[src/logic/usb_setup_cfg.svh]
// offsets, field positions, bit masks and frame timing for the setup capture and interrupt block
`ifndef USB_SETUP_CFG_SVH
`define USB_SETUP_CFG_SVH

`define OFS_SETUP_VALUE    12'h000
`define OFS_SETUP_INDEX    12'h004
`define OFS_SETUP_LENGTH   12'h008
`define OFS_INT_FLAGS      12'h00C
`define OFS_NAK_RECORD     12'h010
`define OFS_EP_RECORD      12'h014
`define OFS_IRQ_MASK       12'h018

`define BIT_M_NAK          15
`define BIT_M_EP           14
`define BIT_EP0_DONE_LINE_MASK          13
`define BIT_M_SOF          12
`define BIT_I_NAK          7
`define BIT_I_EP           6
`define BIT_EP0_DONE_FLAG          5
`define BIT_I_SOF          4

`define FLAG_BITS_MASK     8'hF0
`define MASK_BITS_MASK     8'hF0
`define WORD_ZERO          32'h0000_0000
`define NUM_EP             4

// one full-speed frame is 1 ms
`define FRAME_TIME_US      1000
`define CLK_MHZ            100
`define FRAME_CYCLES       (`FRAME_TIME_US * `CLK_MHZ)

`endif

[src/logic/usb_setup_pkg.sv]
// types shared by the setup capture and interrupt block
package usb_setup_pkg;

   typedef struct packed {
      logic        psel;
      logic        penable;
      logic        pwrite;
      logic [11:0] paddr;
      logic [31:0] pwdata;
   } apb_req_s;

   typedef struct packed {
      logic [31:0] prdata;
      logic        pready;
      logic        pslverr;
   } apb_rsp_s;

   typedef struct packed {
      logic       setup_byte_valid;
      logic [2:0] setup_byte_index;
      logic [7:0] setup_byte;
      logic       setup_ok;
      logic       ep0_done;
      logic       ep_done;
      logic [3:0] ep_done_num;
      logic       nak_sent;
      logic [3:0] nak_ep_num;
      logic       sof_rx;
      logic       create_sof;
   } link_evt_s;

   typedef struct packed {
      logic nak_line;
      logic ep_line;
      logic ep0_line;
      logic sof_line;
   } irq_lines_s;

endpackage : usb_setup_pkg

[src/logic/usb_setup_capture_int_mask.sv]
// setup packet capture, interrupt flags and line masks with an apb register port
//
// Notes on behaviour
// - setup byte four lands in bits 15:8 of the value register
// - setup byte three lands in bits 7:0 of the value register
// - setup byte six lands in bits 15:8 of the index register
// - setup byte five lands in bits 7:0 of the index register
// - setup byte eight lands in bits 15:8 of the length register
// - setup byte seven lands in bits 7:0 of the length register
// - mask bit 15 set keeps the nak flag off its line
// - mask bit 14 set keeps the endpoint done flag off its line
// - mask bit 13 set keeps the ep0 done flag off its line
// - flag bit 5 sets when an ep0 transfer completes
// - flag bit 7 sets on nak from non-ep0; writing one clears nak record
// - flag bit 4 sets on sof or each counted frame in create mode
`timescale 1ns/1ns
`default_nettype none
`include "usb_setup_cfg.svh"

module usb_setup_capture_int_mask
   import usb_setup_pkg::*;
(
   input  wire logic        clk,
   input  wire logic        reset,
   input  wire apb_req_s    apb_req,
   output var  apb_rsp_s    apb_rsp,
   input  wire link_evt_s   link_evt,
   output var  irq_lines_s  irq_lines,
   output logic             irq
);

   typedef struct packed {
      logic [15:0]  value;
      logic [15:0]  index;
      logic [15:0]  length;
      logic [47:0]  shadow;
      logic [7:0]   flags;
      logic [7:0]   masks;
      logic [3:0]   nak_rec;
      logic [3:0]   ep_rec;
      logic [7:0]   irq_en;
      logic [16:0]  frame_cnt;
      apb_rsp_s     rsp;
      irq_lines_s   lines;
      logic         irq;
   } state_s;

   state_s s_q;
   state_s s_d;

   logic        wr_acc;
   logic        rd_acc;
   logic [31:0] rd_word;
   logic        frame_tick;
   logic [7:0]  set_flags;
   logic [7:0]  clr_flags;
   logic        flags_wr;

   assign wr_acc = apb_req.psel && apb_req.penable && apb_req.pwrite;
   assign rd_acc = apb_req.psel && !apb_req.penable && !apb_req.pwrite;
   assign flags_wr = wr_acc && (apb_req.paddr == `OFS_INT_FLAGS);

   // -----------------------------------------------------------------
   // read mux
   // -----------------------------------------------------------------
   always_comb begin
      case (apb_req.paddr)
         `OFS_SETUP_VALUE:  rd_word = {16'h0000, s_q.value};
         `OFS_SETUP_INDEX:  rd_word = {16'h0000, s_q.index};
         `OFS_SETUP_LENGTH: rd_word = {16'h0000, s_q.length};
         `OFS_INT_FLAGS:    rd_word = {16'h0000, s_q.masks, s_q.flags};
         `OFS_NAK_RECORD:   rd_word = {28'h000_0000, s_q.nak_rec};
         `OFS_EP_RECORD:    rd_word = {28'h000_0000, s_q.ep_rec};
         `OFS_IRQ_MASK:     rd_word = {24'h00_0000, s_q.irq_en};
         default:           rd_word = `WORD_ZERO;
      endcase
   end

   assign frame_tick = link_evt.create_sof && (s_q.frame_cnt == 17'(`FRAME_CYCLES - 1));

   // -----------------------------------------------------------------
   // next state
   // -----------------------------------------------------------------
   always_comb begin
      s_d = s_q;
      set_flags = 8'h00;
      clr_flags = 8'h00;

      // apb: zero-wait slave; read data registered in setup, ready in access
      s_d.rsp.pready  = apb_req.psel && !apb_req.penable;
      s_d.rsp.pslverr = 1'b0;
      if (rd_acc) begin
         s_d.rsp.prdata = rd_word;
      end
      if (apb_req.psel && apb_req.penable) begin
         s_d.rsp.pready = 1'b0;
      end

      // frame counter only runs while the block makes its own sof
      if (!link_evt.create_sof || frame_tick) begin
         s_d.frame_cnt = 17'h0_0000;
      end else begin
         s_d.frame_cnt = s_q.frame_cnt + 17'h0_0001;
      end

      // byte 0 of the shadow is setup byte three; commit only on good setup
      if (link_evt.setup_byte_valid && link_evt.setup_byte_index >= 3'h2) begin
         case (link_evt.setup_byte_index)
            3'h2:    s_d.shadow[7:0]   = link_evt.setup_byte;
            3'h3:    s_d.shadow[15:8]  = link_evt.setup_byte;
            3'h4:    s_d.shadow[23:16] = link_evt.setup_byte;
            3'h5:    s_d.shadow[31:24] = link_evt.setup_byte;
            3'h6:    s_d.shadow[39:32] = link_evt.setup_byte;
            default: s_d.shadow[47:40] = link_evt.setup_byte;
         endcase
      end
      if (link_evt.setup_ok) begin
         s_d.value[15:8]  = s_q.shadow[15:8];
         s_d.value[7:0]   = s_q.shadow[7:0];
         s_d.index[15:8]  = s_q.shadow[31:24];
         s_d.index[7:0]   = s_q.shadow[23:16];
         s_d.length[15:8] = s_q.shadow[47:40];
         s_d.length[7:0]  = s_q.shadow[39:32];
      end

      set_flags[`BIT_EP0_DONE_FLAG] = link_evt.ep0_done;
      set_flags[`BIT_I_NAK] = link_evt.nak_sent && link_evt.nak_ep_num != 4'h0;
      set_flags[`BIT_I_EP]  = link_evt.ep_done && link_evt.ep_done_num != 4'h0;
      set_flags[`BIT_I_SOF] = link_evt.sof_rx || frame_tick;

      if (wr_acc) begin
         case (apb_req.paddr)
            `OFS_INT_FLAGS: begin
               clr_flags = apb_req.pwdata[7:0] & `FLAG_BITS_MASK;
               s_d.masks = apb_req.pwdata[15:8] & `MASK_BITS_MASK;
               if (apb_req.pwdata[`BIT_I_NAK]) begin
                  s_d.nak_rec = 4'h0;
               end
               if (apb_req.pwdata[`BIT_I_EP]) begin
                  s_d.ep_rec = 4'h0;
               end
            end
            `OFS_IRQ_MASK: s_d.irq_en = apb_req.pwdata[7:0] & `FLAG_BITS_MASK;
            default: ;
         endcase
      end

      // a new event beats a clear in the same cycle
      if (set_flags[`BIT_I_NAK]) begin
         s_d.nak_rec[link_evt.nak_ep_num[1:0]] = 1'b1;
      end
      if (set_flags[`BIT_I_EP]) begin
         s_d.ep_rec[link_evt.ep_done_num[1:0]] = 1'b1;
      end
      s_d.flags = (s_q.flags & ~clr_flags) | set_flags;

      s_d.lines.nak_line = s_q.flags[`BIT_I_NAK] && !s_q.masks[`BIT_M_NAK - 8];
      s_d.lines.ep_line  = s_q.flags[`BIT_I_EP]  && !s_q.masks[`BIT_M_EP - 8];
      s_d.lines.ep0_line = s_q.flags[`BIT_EP0_DONE_FLAG] && !s_q.masks[`BIT_EP0_DONE_LINE_MASK - 8];
      s_d.lines.sof_line = s_q.flags[`BIT_I_SOF] && !s_q.masks[`BIT_M_SOF - 8];
      s_d.irq = |(s_q.flags & s_q.irq_en);
   end

   always_ff @(posedge clk) begin
      if (reset) begin
         s_q <= '0;
      end else begin
         s_q <= s_d;
      end
   end

   assign apb_rsp   = s_q.rsp;
   assign irq_lines = s_q.lines;
   assign irq       = s_q.irq;

   // -----------------------------------------------------------------
   // checks
   // -----------------------------------------------------------------
   a_value_high_byte: assert property (@(posedge clk) disable iff (reset)
      link_evt.setup_ok |=> s_q.value[15:8] == $past(s_q.shadow[15:8]))
      else $error("value high byte not captured");
   a_value_low_byte: assert property (@(posedge clk) disable iff (reset)
      link_evt.setup_ok |=> s_q.value[7:0] == $past(s_q.shadow[7:0]))
      else $error("value low byte not captured");
   a_index_high_byte: assert property (@(posedge clk) disable iff (reset)
      link_evt.setup_ok |=> s_q.index[15:8] == $past(s_q.shadow[31:24]))
      else $error("index high byte not captured");
   a_index_low_byte: assert property (@(posedge clk) disable iff (reset)
      link_evt.setup_ok |=> s_q.index[7:0] == $past(s_q.shadow[23:16]))
      else $error("index low byte not captured");
   a_length_high_byte: assert property (@(posedge clk) disable iff (reset)
      link_evt.setup_ok |=> s_q.length[15:8] == $past(s_q.shadow[47:40]))
      else $error("length high byte not captured");
   a_length_low_byte: assert property (@(posedge clk) disable iff (reset)
      link_evt.setup_ok |=> s_q.length[7:0] == $past(s_q.shadow[39:32]))
      else $error("length low byte not captured");
   a_nak_line_gate: assert property (@(posedge clk) disable iff (reset)
      irq_lines.nak_line |-> $past(s_q.flags[7]) && !$past(s_q.masks[7]))
      else $error("nak line active while masked or idle");
   a_ep_line_gate: assert property (@(posedge clk) disable iff (reset)
      $past(s_q.flags[6]) && !$past(s_q.masks[6]) |-> irq_lines.ep_line)
      else $error("endpoint done line missing");
   a_ep0_line_gate: assert property (@(posedge clk) disable iff (reset)
      irq_lines.ep0_line == ($past(s_q.flags[5]) && !$past(s_q.masks[5])))
      else $error("ep0 line gating wrong");
   a_ep0_flag_set: assert property (@(posedge clk) disable iff (reset)
      link_evt.ep0_done |=> s_q.flags[5] ##1 (irq_lines.ep0_line || $past(s_q.masks[5])))
      else $error("ep0 done flag not set");
   a_nak_flag_set: assert property (@(posedge clk) disable iff (reset)
      link_evt.nak_sent && link_evt.nak_ep_num != 4'h0 |=> s_q.flags[7] && s_q.nak_rec != 4'h0)
      else $error("nak flag not set");
   a_sof_flag_set: assert property (@(posedge clk) disable iff (reset)
      link_evt.sof_rx |=> s_q.flags[4])
      else $error("frame flag not set");
   a_capture_hold: assert property (@(posedge clk) disable iff (reset)
      !link_evt.setup_ok |=> $stable(s_q.value) && $stable(s_q.index) && $stable(s_q.length))
      else $error("captured words changed without setup");

   // -----------------------------------------------------------------
   // bus checks
   // -----------------------------------------------------------------
   a_pready_setup: assert property (@(posedge clk) disable iff (reset)
      apb_req.psel && !apb_req.penable
      |=> apb_rsp.pready)
      else $error("pready missing in access phase");
   a_pready_pulse: assert property (@(posedge clk) disable iff (reset)
      apb_rsp.pready
      |=> !apb_rsp.pready)
      else $error("pready held longer than one cycle");
   a_pready_access: assert property (@(posedge clk) disable iff (reset)
      apb_rsp.pready
      |-> apb_req.psel && apb_req.penable)
      else $error("pready outside an access phase");
   a_rdata_load: assert property (@(posedge clk) disable iff (reset)
      rd_acc
      |=> apb_rsp.prdata == $past(rd_word))
      else $error("read data not loaded in setup phase");
   a_rdata_hold: assert property (@(posedge clk) disable iff (reset)
      !rd_acc
      |=> $stable(apb_rsp.prdata))
      else $error("read data changed without a read");
   a_no_slave_error: assert property (@(posedge clk) disable iff (reset)
      !apb_rsp.pslverr)
      else $error("slave error raised");

   // -----------------------------------------------------------------
   // register checks
   // -----------------------------------------------------------------
   a_mask_write: assert property (@(posedge clk) disable iff (reset)
      flags_wr
      |=> s_q.masks == ($past(apb_req.pwdata[15:8]) & `MASK_BITS_MASK))
      else $error("mask bits not written");
   a_irq_en_write: assert property (@(posedge clk) disable iff (reset)
      wr_acc && apb_req.paddr == `OFS_IRQ_MASK
      |=> s_q.irq_en == ($past(apb_req.pwdata[7:0]) & `FLAG_BITS_MASK))
      else $error("interrupt enable not written");
   a_low_bits_zero: assert property (@(posedge clk) disable iff (reset)
      s_q.flags[3:0] == 4'h0 && s_q.masks[3:0] == 4'h0 && s_q.irq_en[3:0] == 4'h0)
      else $error("unimplemented flag or mask bit set");
   a_reset_clears: assert property (@(posedge clk)
      reset
      |=> s_q.value == 16'h0000 && s_q.index == 16'h0000 && s_q.length == 16'h0000)
      else $error("captured words not cleared by reset");

   // -----------------------------------------------------------------
   // flag checks
   // -----------------------------------------------------------------
   a_nak_flag_clear: assert property (@(posedge clk) disable iff (reset)
      flags_wr && apb_req.pwdata[`BIT_I_NAK] && !set_flags[`BIT_I_NAK]
      |=> !s_q.flags[`BIT_I_NAK])
      else $error("nak flag not cleared by writing one");
   a_nak_record_clear: assert property (@(posedge clk) disable iff (reset)
      flags_wr && apb_req.pwdata[`BIT_I_NAK] && !set_flags[`BIT_I_NAK]
      |=> s_q.nak_rec == 4'h0)
      else $error("nak record not cleared");
   a_nak_flag_sticky: assert property (@(posedge clk) disable iff (reset)
      s_q.flags[`BIT_I_NAK] && !(flags_wr && apb_req.pwdata[`BIT_I_NAK])
      |=> s_q.flags[`BIT_I_NAK])
      else $error("nak flag dropped without a clear");
   a_nak_ep0_ignored: assert property (@(posedge clk) disable iff (reset)
      link_evt.nak_sent && link_evt.nak_ep_num == 4'h0 && !s_q.flags[`BIT_I_NAK]
      |=> !s_q.flags[`BIT_I_NAK])
      else $error("nak on ep0 set the nak flag");
   a_ep_flag_set: assert property (@(posedge clk) disable iff (reset)
      link_evt.ep_done && link_evt.ep_done_num != 4'h0
      |=> s_q.flags[`BIT_I_EP] && s_q.ep_rec != 4'h0)
      else $error("endpoint done flag not set");
   a_ep_record_clear: assert property (@(posedge clk) disable iff (reset)
      flags_wr && apb_req.pwdata[`BIT_I_EP] && !set_flags[`BIT_I_EP]
      |=> s_q.ep_rec == 4'h0)
      else $error("endpoint record not cleared");
   a_ep0_flag_clear: assert property (@(posedge clk) disable iff (reset)
      flags_wr && apb_req.pwdata[`BIT_EP0_DONE_FLAG] && !set_flags[`BIT_EP0_DONE_FLAG]
      |=> !s_q.flags[`BIT_EP0_DONE_FLAG])
      else $error("ep0 flag not cleared by writing one");
   a_ep0_flag_sticky: assert property (@(posedge clk) disable iff (reset)
      s_q.flags[`BIT_EP0_DONE_FLAG] && !(flags_wr && apb_req.pwdata[`BIT_EP0_DONE_FLAG])
      |=> s_q.flags[`BIT_EP0_DONE_FLAG])
      else $error("ep0 flag dropped without a clear");

   // -----------------------------------------------------------------
   // frame and line checks
   // -----------------------------------------------------------------
   // a full frame takes too long to run in a test, so the counter is watched here
   a_frame_flag_set: assert property (@(posedge clk) disable iff (reset)
      frame_tick
      |=> s_q.flags[`BIT_I_SOF])
      else $error("frame flag not set at frame end");
   a_frame_count_idle: assert property (@(posedge clk) disable iff (reset)
      !link_evt.create_sof
      |=> s_q.frame_cnt == 17'h0_0000)
      else $error("frame counter runs outside create mode");
   a_frame_count_range: assert property (@(posedge clk) disable iff (reset)
      s_q.frame_cnt < 17'(`FRAME_CYCLES))
      else $error("frame counter past one frame");
   a_sof_line_gate: assert property (@(posedge clk) disable iff (reset)
      irq_lines.sof_line == ($past(s_q.flags[4]) && !$past(s_q.masks[4])))
      else $error("sof line gating wrong");
   a_irq_level: assert property (@(posedge clk) disable iff (reset)
      irq == |($past(s_q.flags) & $past(s_q.irq_en)))
      else $error("interrupt level wrong");
   a_nak_line_open: assert property (@(posedge clk) disable iff (reset)
      $past(s_q.flags[7]) && !$past(s_q.masks[7])
      |-> irq_lines.nak_line)
      else $error("nak line missing while open");
   a_ep_line_quiet: assert property (@(posedge clk) disable iff (reset)
      irq_lines.ep_line
      |-> $past(s_q.flags[6]) && !$past(s_q.masks[6]))
      else $error("endpoint done line active while masked or idle");

   // -----------------------------------------------------------------
   // shadow checks
   // -----------------------------------------------------------------
   a_shadow_first: assert property (@(posedge clk) disable iff (reset)
      link_evt.setup_byte_valid && link_evt.setup_byte_index == 3'h2
      |=> s_q.shadow[7:0] == $past(link_evt.setup_byte))
      else $error("setup byte three not shadowed");
   a_shadow_last: assert property (@(posedge clk) disable iff (reset)
      link_evt.setup_byte_valid && link_evt.setup_byte_index == 3'h7
      |=> s_q.shadow[47:40] == $past(link_evt.setup_byte))
      else $error("setup byte eight not shadowed");
   a_shadow_early_skip: assert property (@(posedge clk) disable iff (reset)
      link_evt.setup_byte_valid && link_evt.setup_byte_index < 3'h2
      |=> $stable(s_q.shadow))
      else $error("setup byte one or two reached the shadow");

endmodule : usb_setup_capture_int_mask
`default_nettype wire

[config.mk]
export PLATFORM = sky130hd
export DESIGN_NAME = usb_setup_capture_int_mask
export DESIGN_NICKNAME = d
export VERILOG_FILES = /design/src/logic/usb_setup_pkg.sv /design/src/logic/usb_setup_capture_int_mask.sv
export VERILOG_INCLUDE_DIRS = /design/src /design/src/logic
export SDC_FILE = /design/constraint.sdc
export NUM_CORES = 1
export LEC_CHECK = 0
export BUFFER_PORTS_ARGS = -buffer_cell sky130_fd_sc_hd__buf_2
export CAP_MARGIN = 20
export CORE_MARGIN = 2
export CORE_UTILIZATION = 56
export DETAILED_ROUTE_END_ITERATION = 10
export PLACE_DENSITY_LB_ADDON = 0.1
export SLEW_MARGIN = 10
export SYNTH_ARGS = -nofsm -noshare
export SYNTH_HDL_FRONTEND = slang
export SYNTH_SLANG_ARGS = --single-unit
[constraint.sdc]
create_clock -name clk -period 5 [get_ports clk]
set_clock_uncertainty 0.05 [all_clocks]
set_input_delay 0.5 -clock clk [delete_from_list [all_inputs] [get_ports clk]]
set_output_delay 0.5 -clock clk [all_outputs]
set_load 0.02 [all_outputs]
==> flow_metrics.py, run 1 <==
metrics = {
    "grt": {
        "grt_first_pass_wirelength_mm": 22.8,
        "grt_antenna_before_repair": 0,
        "grtUsageTotal_pct": 22.8,
        "grt_max_degree": 91,
        "vias_in_the_first_global_route": 4525,
        "overflow": 0,
    },
    "synthesis": {
        "ys_dominant_reg_cell": "sky130_fd_sc_hd__dfxtp_1",
        "syn_area_per_cell_um2": 9.75,
        "post_synth_inst_count": 678,
        "synth.ff_latch_count": 155,
        "number_of_enable_flip_flop_cells_after_synthesis": 0,
        "synth.yosys.warnings": 0,
        "postSynth.asyncResetShare_pct": 0,
        "syn_area_um2": 6610,
        "synth_cell_type_count": 52,
        "synth.yosys.seq_area_share_pct": 46.9,
    },
    "clocking": {
        "cts-root-buf": "sky130_fd_sc_hd__clkbuf_16",
        "clock_buffers_created_by_tritoncts": 17,
        "insertion_delay_ns": 0.42,
        "tritoncts": "done",
        "cts-htree-levels": 4,
        "clkSinkCount": 155,
        "clk_transition_reported_paths_ns": 0.06,
        "holdBufCountCts": 0,
        "post_cts.resized_instances": 0,
        "cts_setup_buffers": 0,
        "clk_path_buf_depth": 2,
    },
    "final_layout": {
        "layout_commonest_cell": "sky130_fd_sc_hd__dfxtp_1",
        "final_area_um2": 7410,
        "post_route_cells_drive_above_1_share_pct": 17.6,
        "flow.area_growth_from_synthesis_pct": 12.1,
        "commonest_non_fill_non_tap_cells_in_the_layout": "sky130_fd_sc_hd__dfxtp_1, sky130_fd_sc_hd__nor2_1, sky130_fd_sc_hd__mux2i_1, sky130_fd_sc_hd__buf_2, sky130_fd_sc_hd__nand2_1",
        "insertedDiodeCount": 0,
        "final_nets": 790,
    },
    "die": {
        "die_area_um2": 12700,
        "initial_utilization_pct": 57.7,
        "die_w_um": 113,
        "boundaryPins": 114,
        "std_cell_rows": 39,
        "die_h_um": 113,
        "floorplan.core_area_um2": 11500,
    },
    "power_and_ir_drop": {
        "p_int_uw": 2160,
        "combinational_share_of_power_pct": 6.0,
        "power.share.clock_pct": 48.4,
        "report.power.total_uw": 2790,
        "leakagePower_uw": 0.00305,
        "netSwitchingPower_uw": 632,
        "seq_power_share_pct": 45.6,
        "pwr_density_cell_nw_per_um2": 376,
        "max-vdd-ir-drop_uv": 273,
        "sw_frac_of_total_pct": 22.7,
    },
    "critical_path": {
        "cp_slowest_cell": "sky130_fd_sc_hd__nor4_2",
        "worstRegToRegCells": 5,
        "worst_path_dominant_cell_family": "simple AND/OR/NAND/NOR gates",
        "crit_start": "apb_req[34]",
        "end_kind": "flip-flop",
        "crit_buf_inv": 1,
        "worst_r2r_startpoint": "s_q[39]",
        "setup.reg_to_reg.worst_slack_ns": 2.94,
        "worst-endpoint-arrival_ns": 2.71,
        "critPathRequiredTime_ns": 5.27,
        "cp-endpoint": "apb_rsp[11]",
        "setup.worst_path.start_class": "input port",
        "worst-path-stages": 5,
        "cp_slowest_stage_delay_ns": 0.79,
        "crit_fanout": 27,
        "critical_path_class": "in -> reg",
        "crit-reg2reg-capture": "s_q[52]",
        "sequence_of_cells_on_the_critical_path": "buf_2 -> or3b_2 -> nor4_2 -> a22oi_1 -> o21ai_0",
    },
    "timing": {
        "finalHoldViolCount": 0,
        "setup_tns_ns": 0,
        "timing.final.max_slew_violations": 0,
        "min_period_ns": 2.43,
        "period_share_pct": 48.7,
        "max_freq_ghz": 0.411,
        "setup_viol": 0,
        "worst-slew-pin-transition_ns": 1.05,
        "rsz0062_at_grt": "false",
        "max_slew_margin_pct": 29.5,
    },
    "drt": {
        "detail_route.first_pass.iterations": 6,
        "post-route-drc-count": 0,
        "detailedRoute.firstIterationViolations": 290,
        "vias": 4831,
        "totalWireLength_mm": 14.1,
        "wl_met1_mm": 6.76,
        "viasPerCell": 5.56,
        "met2_routed_wirelength_mm": 6.67,
        "wire_per_inst_um": 16.2,
        "highest-signal-layer": "met4",
        "ant_nets": 0,
        "met3RoutedLength_um": 539,
    },
    "status": {
        "run_status": "complete, no violations",
    },
    "place": {
        "portBuffers": 72,
        "dpl.hpwl_mm": 9.83,
        "postPlaceCellArea_um2": 6790,
        "routabilityCongestion": 0.827,
    },
    "flow_run": {
        "maxcap_violations": 0,
    },
    "hold_path": {
        "hold_path_class": "in -> reg",
    },
}
==> power groups by stage <==
| stage | clock network, uW | registers [uW] | logic [uW] |
|---|---|---|---|
| 2_1_floorplan | 0 | 1290 | 129 |
| 3_3_place_gp | 0 | 1300 | 164 |
| 3_5_place_dp | 0 | 1300 | 168 |
| 4_1_cts | 1360 | 1270 | 168 |
| 5_1_grt | 1420 | 1270 | 182 |
| 6_report | 1350 | 1270 | 168 |
==> per-layer routing <==
| metal | GRT usage, % | vias to the layer above |
|---|---|---|
| met5 | 0 | - |
| met4 | 6.59 | 0 |
| met3 | 4.59 | 14 |
| met2 | 37.6 | 101 |
| met1 | 30.5 | 2325 |
| li1 | - | 2391 |
==> area by class of cell <==
type | count | area (um^2)
fill | 949 | 4060
clock buffer | 18 | 429
tap | 143 | 179
timing repair buffer | 74 | 378
clock inverter | 14 | 195
sequential | 155 | 3100
multi-input combinational | 454 | 3080
inverter | 11 | 41.3
==> worst register-to-register path, delay by kind of cell, from the launching register on <==
kind | cells | cell delay [ns]
fa+ha+maj | 1 | 0.22
simple gates | 3 | 0.83
flops | 1 | 0.37
compound gates | 1 | 0.46
==> synthesized netlist by cell type, types with 4 or more instances <==
| cell type | n | area share (%) |
|---|---|---|
| sky130_fd_sc_hd__buf_2 | 6 | 0.45 |
| sky130_fd_sc_hd__nor2b_1 | 4 | 0.38 |
| sky130_fd_sc_hd__nor2_1 | 127 | 7.2 |
| sky130_fd_sc_hd__mux4_2 | 4 | 1.4 |
| sky130_fd_sc_hd__a22oi_1 | 11 | 1.2 |
| sky130_fd_sc_hd__inv_1 | 11 | 0.62 |
| sky130_fd_sc_hd__dfxtp_1 | 155 | 47 |
| sky130_fd_sc_hd__o21ai_0 | 19 | 1.4 |
| sky130_fd_sc_hd__clkbuf_1 | 22 | 1.2 |
| sky130_fd_sc_hd__buf_1 | 6 | 0.34 |
| sky130_fd_sc_hd__nand2_1 | 31 | 1.8 |
| sky130_fd_sc_hd__nand4_1 | 7 | 0.66 |
| sky130_fd_sc_hd__nor4_1 | 7 | 0.66 |
| sky130_fd_sc_hd__nor4_4 | 4 | 1.3 |
| sky130_fd_sc_hd__mux2i_1 | 107 | 16 |
| sky130_fd_sc_hd__nor3b_1 | 7 | 0.79 |
| sky130_fd_sc_hd__a21oi_1 | 14 | 1.1 |
| sky130_fd_sc_hd__and4_1 | 4 | 0.53 |
| sky130_fd_sc_hd__nor3_1 | 9 | 0.68 |
| sky130_fd_sc_hd__o2bb2ai_1 | 7 | 0.93 |
| sky130_fd_sc_hd__nand3_1 | 11 | 0.83 |
| sky130_fd_sc_hd__or4_1 | 4 | 0.45 |
| sky130_fd_sc_hd__buf_4 | 38 | 4.3 |
| sky130_fd_sc_hd__mux2_2 | 5 | 0.85 |
| sky130_fd_sc_hd__xnor2_1 | 13 | 1.7 |
==> worst min-delay path by stage <==
stage,start,endpoint,depth (start not counted)
after floorplan,s_q[76],irq_lines[0],1
after global placement,apb_rsp[9],apb_rsp[9],2
after detailed placement,apb_rsp[2],apb_rsp[2],2
after CTS,apb_req[45],apb_rsp[1],2
after global routing,apb_req[45],apb_rsp[1],2
final,apb_req[45],apb_rsp[1],2
==> metrics by stage <==
step | hold slack [ns] | std cells | setup WS, ns | util, %
2_1_floorplan | 0.363 | 694 | 2.90 | -
3_3_place_gp | 0.383 | 837 | 2.17 | 59.2
3_5_place_dp | 0.389 | 837 | 2.13 | 59.2
4_1_cts | 0.219 | 869 | 2.54 | 64.6
5_1_grt | 0.235 | 869 | 2.38 | 64.6
6_report | 0.235 | 869 | 2.57 | 64.6
==> logic make-up (layout without fill, tap and decap cells) <==
logic type | after synthesis | in the layout | share of synthesized area (%)
xor gates and xnor gates | 14 | 14 | 1.85
buffers and inverters | 85 | 117 | 7.32
DFF | 155 | 155 | 46.9
muxes | 116 | 116 | 18.4
and+or+nand+nor | 231 | 231 | 17.4
AOI/OAI and AO/OA | 74 | 74 | 7.65
other | 1 | 17 | 0.0567
adders and majority gates | 2 | 2 | 0.378
==> flip-flops by register name, summed over array words and instances (netlist names) <==
name / cells
irq_lines: 4
s_q: 133
apb_rsp: 17
irq: 1
Note: power is estimated with default switching activity, not from simulation.
==> inputs of run 2 (changes only) <==
- clock period: 5 -> 2.53 ns (I/O delays scaled with it)
==> flow_metrics.py, run 2 (synthesized netlist as in run 1, its figures left out) <==
metrics = {
    "status": {
        "run_status": "complete, no violations",
    },
    "timing": {
        "setup_viol": 0,
        "timing.final.ws_setup_ns": 0.458,
        "max_freq_ghz": 0.483,
        "rsz0062_at_grt": "false",
        "worst-slew-pin-transition_ns": 0.726,
        "period_share_pct": 81.9,
        "setup_tns_ns": 0,
        "max_slew_margin_pct": 51.6,
        "timing.final.max_slew_violations": 0,
        "min_period_ns": 2.07,
        "finalHoldViolCount": 0,
    },
    "die": {
        "initial_utilization_pct": 57.7,
        "die_area_um2": 12700,
        "die_h_um": 113,
        "die_w_um": 113,
        "floorplan.core_area_um2": 11500,
        "boundaryPins": 114,
        "std_cell_rows": 39,
    },
    "critical_path": {
        "worst-endpoint-arrival_ns": 2.31,
        "setup.worst_path.start_class": "flip-flop",
        "crit_fanout": 16,
        "critical_path_class": "reg -> reg",
        "critPathRequiredTime_ns": 2.76,
        "end_kind": "flip-flop",
    },
    "grt": {
        "grt_first_pass_wirelength_mm": 23.7,
        "grt_max_degree": 77,
        "vias_in_the_first_global_route": 4680,
        "grtUsageTotal_pct": 23.7,
        "grt_antenna_before_repair": 0,
        "overflow": 0,
    },
    "final_layout": {
        "filler_cell_count": 913,
        "post-route-util_pct": 66.0,
        "post_route_cells_drive_above_1_share_pct": 18.6,
        "insertedDiodeCount": 0,
        "largest_register_ffs": 133,
        "commonest_non_fill_non_tap_cells_in_the_layout": "sky130_fd_sc_hd__dfxtp_1, sky130_fd_sc_hd__nor2_1, sky130_fd_sc_hd__mux2i_1, sky130_fd_sc_hd__buf_2, sky130_fd_sc_hd__nand2_1",
        "flow.area_growth_from_synthesis_pct": 14.4,
        "multiInputGateArea_um2": 3080,
        "final_nets": 805,
        "ff_latch_area_um2": 3100,
        "layout_commonest_cell": "sky130_fd_sc_hd__dfxtp_1",
        "largest-register": "s_q",
    },
    "drt": {
        "vias": 4899,
        "detailedRoute.firstIterationViolations": 341,
        "totalWireLength_mm": 14.5,
        "ant_nets": 0,
        "wire_per_inst_um": 16.3,
        "viasPerCell": 5.54,
        "post-route-drc-count": 0,
        "detail_route.first_pass.iterations": 6,
    },
    "power_and_ir_drop": {
        "pwr_density_cell_nw_per_um2": 742,
        "leakagePower_uw": 0.00315,
        "max-vdd-ir-drop_uv": 610,
        "report.power.total_uw": 5610,
    },
    "clocking": {
        "clock_buffers_created_by_tritoncts": 17,
        "clk_transition_reported_paths_ns": 0.06,
        "cts_setup_buffers": 0,
        "cts-htree-levels": 4,
        "clk_path_buf_depth": 2,
        "tritoncts": "done",
        "clkSinkCount": 155,
        "cts-root-buf": "sky130_fd_sc_hd__clkbuf_16",
        "holdBufCountCts": 2,
        "post_cts.resized_instances": 0,
        "insertion_delay_ns": 0.42,
    },
    "place": {
        "place_worst_setup_slack_ns": 0.413,
        "routabilityCongestion": 0.819,
        "portBuffers": 72,
        "dpl.hpwl_mm": 10.1,
    },
    "hold_path": {
        "hold_path_class": "in -> reg",
    },
    "flow_run": {
        "maxcap_violations": 0,
    },
}
[run 2: cell count changes in the layout (fill, tap and decap cells not counted), moves of 2 or more]
cell                            before  now
sky130_fd_sc_hd__buf_4               3   15
sky130_fd_sc_hd__clkbuf_8            0    6
sky130_fd_sc_hd__clkbuf_1            1    4
sky130_fd_sc_hd__clkinvlp_4          4    1
sky130_fd_sc_hd__clkinv_2            2    0
sky130_fd_sc_hd__clkinv_4            2    0
sky130_fd_sc_hd__dlygate4sd3_1       0    2
sky130_fd_sc_hd__inv_6               2    0
[run 2: metrics by stage]
step	hold WS, ns	instance area (um^2)	cells
final	0.0121	7570	884
after global routing	0.0216	7570	884
after CTS	0.0000638	7570	884
after detailed placement	0.392	6900	850
after global placement	0.382	6900	850
after floorplan	0.291	6670	694
[run 2: final cells by class]
type,instances,share of cell area [%]
clock buffers,27,6.91
well taps,143,2.36
multi-input cells,454,40.8
flip-flops and latches,155,41.0
repair buffers,89,6.71
inverters,11,0.546
clock inverters,5,1.69
[run 2: final timing paths]
check	endpoint	from	cells after the start	slack [ns]
worst max-delay path	s_q[46]	s_q[39]	5	0.46
worst min-delay path	apb_rsp[1]	apb_req[45]	2	0.01
worst max register to register	s_q[46]	s_q[39]	5	0.46
worst min register to register	apb_rsp[7]	apb_rsp[7]	2	0.40
[run 2: worst max-delay path, cell delays in order (launching register included)]
cell                      delay [ns]
sky130_fd_sc_hd__dfxtp_1        0.37
sky130_fd_sc_hd__ha_1           0.23
sky130_fd_sc_hd__nand4_1        0.29
sky130_fd_sc_hd__nor4_1         0.43
sky130_fd_sc_hd__a21bo_1        0.46
sky130_fd_sc_hd__nor2_1         0.10
[run 2: where the power goes]
group	switching [uW]	internal (uW)	leakage [uW]
logic	216	131	0.00158
clock network	936	1810	0.000314
registers	28.5	2490	0.00125
[run 2: per-layer routing]
layer | vias to the layer above | global-route usage (%) | routed length [um]
met5 | - | 0 | 0
met1 | 2355 | 31.6 | 6710
li1 | 2410 | - | -
met3 | 18 | 4.81 | 670
met2 | 116 | 38.8 | 6850
met4 | 0 | 7.72 | 223
==> inputs of run 3 (changes only) <==
- CORE_UTILIZATION: 56 -> 50
- clock period: 2.53 -> 1.8 ns (I/O delays scaled with it)
==> flow_metrics.py, run 3 (synthesized netlist as in run 1, its figures left out) <==
metrics = {
    "status": {
        "run_status": "complete, no violations",
    },
    "final_layout": {
        "final_nets": 834,
        "post_route_cells_drive_above_1_share_pct": 20.6,
        "flow.area_growth_from_synthesis_pct": 19.6,
        "largest-register": "s_q",
        "filler_cell_count": 1102,
        "insertedDiodeCount": 0,
        "final_area_um2": 7910,
        "largest_register_ffs": 133,
        "commonest_non_fill_non_tap_cells_in_the_layout": "sky130_fd_sc_hd__dfxtp_1, sky130_fd_sc_hd__nor2_1, sky130_fd_sc_hd__mux2i_1, sky130_fd_sc_hd__buf_2, sky130_fd_sc_hd__nand2_1",
        "multiInputGateArea_um2": 3100,
        "ff_latch_area_um2": 3100,
        "layout_commonest_cell": "sky130_fd_sc_hd__dfxtp_1",
    },
    "timing": {
        "max_freq_ghz": 0.587,
        "max_slew_margin_pct": 58.2,
        "timing.final.max_slew_violations": 0,
        "min_period_ns": 1.70,
        "finalHoldViolCount": 0,
        "worst-slew-pin-transition_ns": 0.626,
        "timing.final.ws_setup_ns": 0.0952,
        "hold-worst-slack_ns": 0.0154,
        "setup_viol": 0,
        "period_share_pct": 94.7,
    },
    "critical_path": {
        "critical_path_class": "reg -> reg",
        "end_kind": "flip-flop",
        "crit_start": "s_q[39]",
        "worst-endpoint-arrival_ns": 1.97,
        "critPathRequiredTime_ns": 2.06,
        "worst_r2r_startpoint": "s_q[39]",
        "crit_fanout": 16,
        "setup.worst_path.start_class": "flip-flop",
    },
    "die": {
        "boundaryPins": 114,
        "initial_utilization_pct": 50.5,
        "die_w_um": 119,
        "die_h_um": 119,
        "std_cell_rows": 42,
        "floorplan.core_area_um2": 13100,
        "die_area_um2": 14200,
    },
    "power_and_ir_drop": {
        "leakagePower_uw": 0.00329,
        "pwr_density_cell_nw_per_um2": 1000,
        "seq_power_share_pct": 44.6,
        "p_int_uw": 6200,
        "combinational_share_of_power_pct": 6.7,
        "max-vdd-ir-drop_uv": 717,
        "netSwitchingPower_uw": 1740,
        "sw_frac_of_total_pct": 22.0,
        "report.power.total_uw": 7940,
        "power.share.clock_pct": 48.7,
    },
    "clocking": {
        "insertion_delay_ns": 0.42,
        "clkSinkCount": 155,
        "cts-root-buf": "sky130_fd_sc_hd__clkbuf_16",
        "clock_buffers_created_by_tritoncts": 17,
        "cts-htree-levels": 4,
        "tritoncts": "done",
        "clk_path_buf_depth": 2,
        "clk_transition_reported_paths_ns": 0.06,
    },
    "hold_path": {
        "min_from": "link_evt[7]",
        "hold_path_class": "in -> reg",
    },
    "drt": {
        "ant_nets": 0,
        "totalWireLength_mm": 15.2,
        "post-route-drc-count": 0,
        "vias": 5024,
        "viasPerCell": 5.31,
        "detail_route.first_pass.iterations": 5,
        "detailedRoute.firstIterationViolations": 360,
        "wire_per_inst_um": 16.1,
    },
    "place": {
        "routabilityCongestion": 0.777,
        "place_worst_setup_slack_ns": -0.0986,
        "postPlaceCellArea_um2": 7110,
        "portBuffers": 72,
        "dpl.hpwl_mm": 10.6,
    },
    "grt": {
        "grt_first_pass_wirelength_mm": 24.9,
        "grtUsageTotal_pct": 22.6,
        "grt_antenna_before_repair": 0,
        "overflow": 0,
        "vias_in_the_first_global_route": 4871,
        "grt_max_degree": 99,
    },
    "flow_run": {
        "maxcap_violations": 0,
    },
}
run 3: cell types whose count changed in the layout (fill, tap and decap cells not counted), moves of 3 or more:
cell	change
sky130_fd_sc_hd__buf_12	+4
sky130_fd_sc_hd__buf_4	+12
sky130_fd_sc_hd__clkbuf_1	-3
sky130_fd_sc_hd__clkbuf_8	-5
sky130_fd_sc_hd__clkinv_2	+5
sky130_fd_sc_hd__dlygate4sd3_1	+13
run 3: power groups by stage:
stage	Sequential, uW	Clock [uW]	Combinational (uW)
floorplan	3590	0	360
global route	3540	4080	580
global placement	3610	0	496
finish	3540	3870	534
detailed placement	3610	0	508
CTS	3540	3930	535
run 3: final cells by class:
cell class | count | share of cell area, %
Clock buffer | 19 | 5.60
Clock inverter | 13 | 2.50
Inverter | 11 | 0.522
Multi-Input combinational cell | 454 | 39.1
Sequential cell | 155 | 39.2
Tap cell | 176 | 2.78
Timing Repair Buffer | 118 | 10.2
run 3: through the flow:
stage,std cells,TNS (ns),utilization (%)
after detailed placement,899,-0.671,54.3
after CTS,946,0,60.4
after global placement,899,-0.0741,54.3
after floorplan,694,0,-
final,946,0,60.5
after global routing,946,-0.360,60.5
run 3: path summary, 6_finish.rpt:
check                           slack (ns)  cells after the start    endpoint
worst max register to register         0.1                      6     s_q[44]
worst min-delay path                  0.02                      3     s_q[65]
worst max-delay path                   0.1                      6     s_q[44]
worst min register to register        0.39                      2  apb_rsp[8]
run 3: per-layer routing:
metal | global-route usage (%) | vias up | wire length [um]
met5 | 0 | - | 0
met4 | 8.85 | 0 | 298
met3 | 4.79 | 24 | 647
met2 | 36.2 | 122 | 7120
met1 | 29.8 | 2402 | 7180
li1 | - | 2476 | -
run 3: worst max-delay path: stages, from the launching register on:
cell	delay (ns)
sky130_fd_sc_hd__dfxtp_1	0.37
sky130_fd_sc_hd__ha_1	0.23
sky130_fd_sc_hd__nand4_1	0.16
sky130_fd_sc_hd__nor4_2	0.35
sky130_fd_sc_hd__a21bo_1	0.16
sky130_fd_sc_hd__buf_4	0.20
sky130_fd_sc_hd__nor2_1	0.07
run 3: repair_timing:
| action | CTS | global route |
|---|---|---|
| resized for setup | 0 | 2 |
| endpoints found under the hold margin | 15 | 0 |
| hold buffers | 15 | 0 |
| buffers inserted | 0 | 0 |
| endpoints found under the setup margin | 0 | 16 |
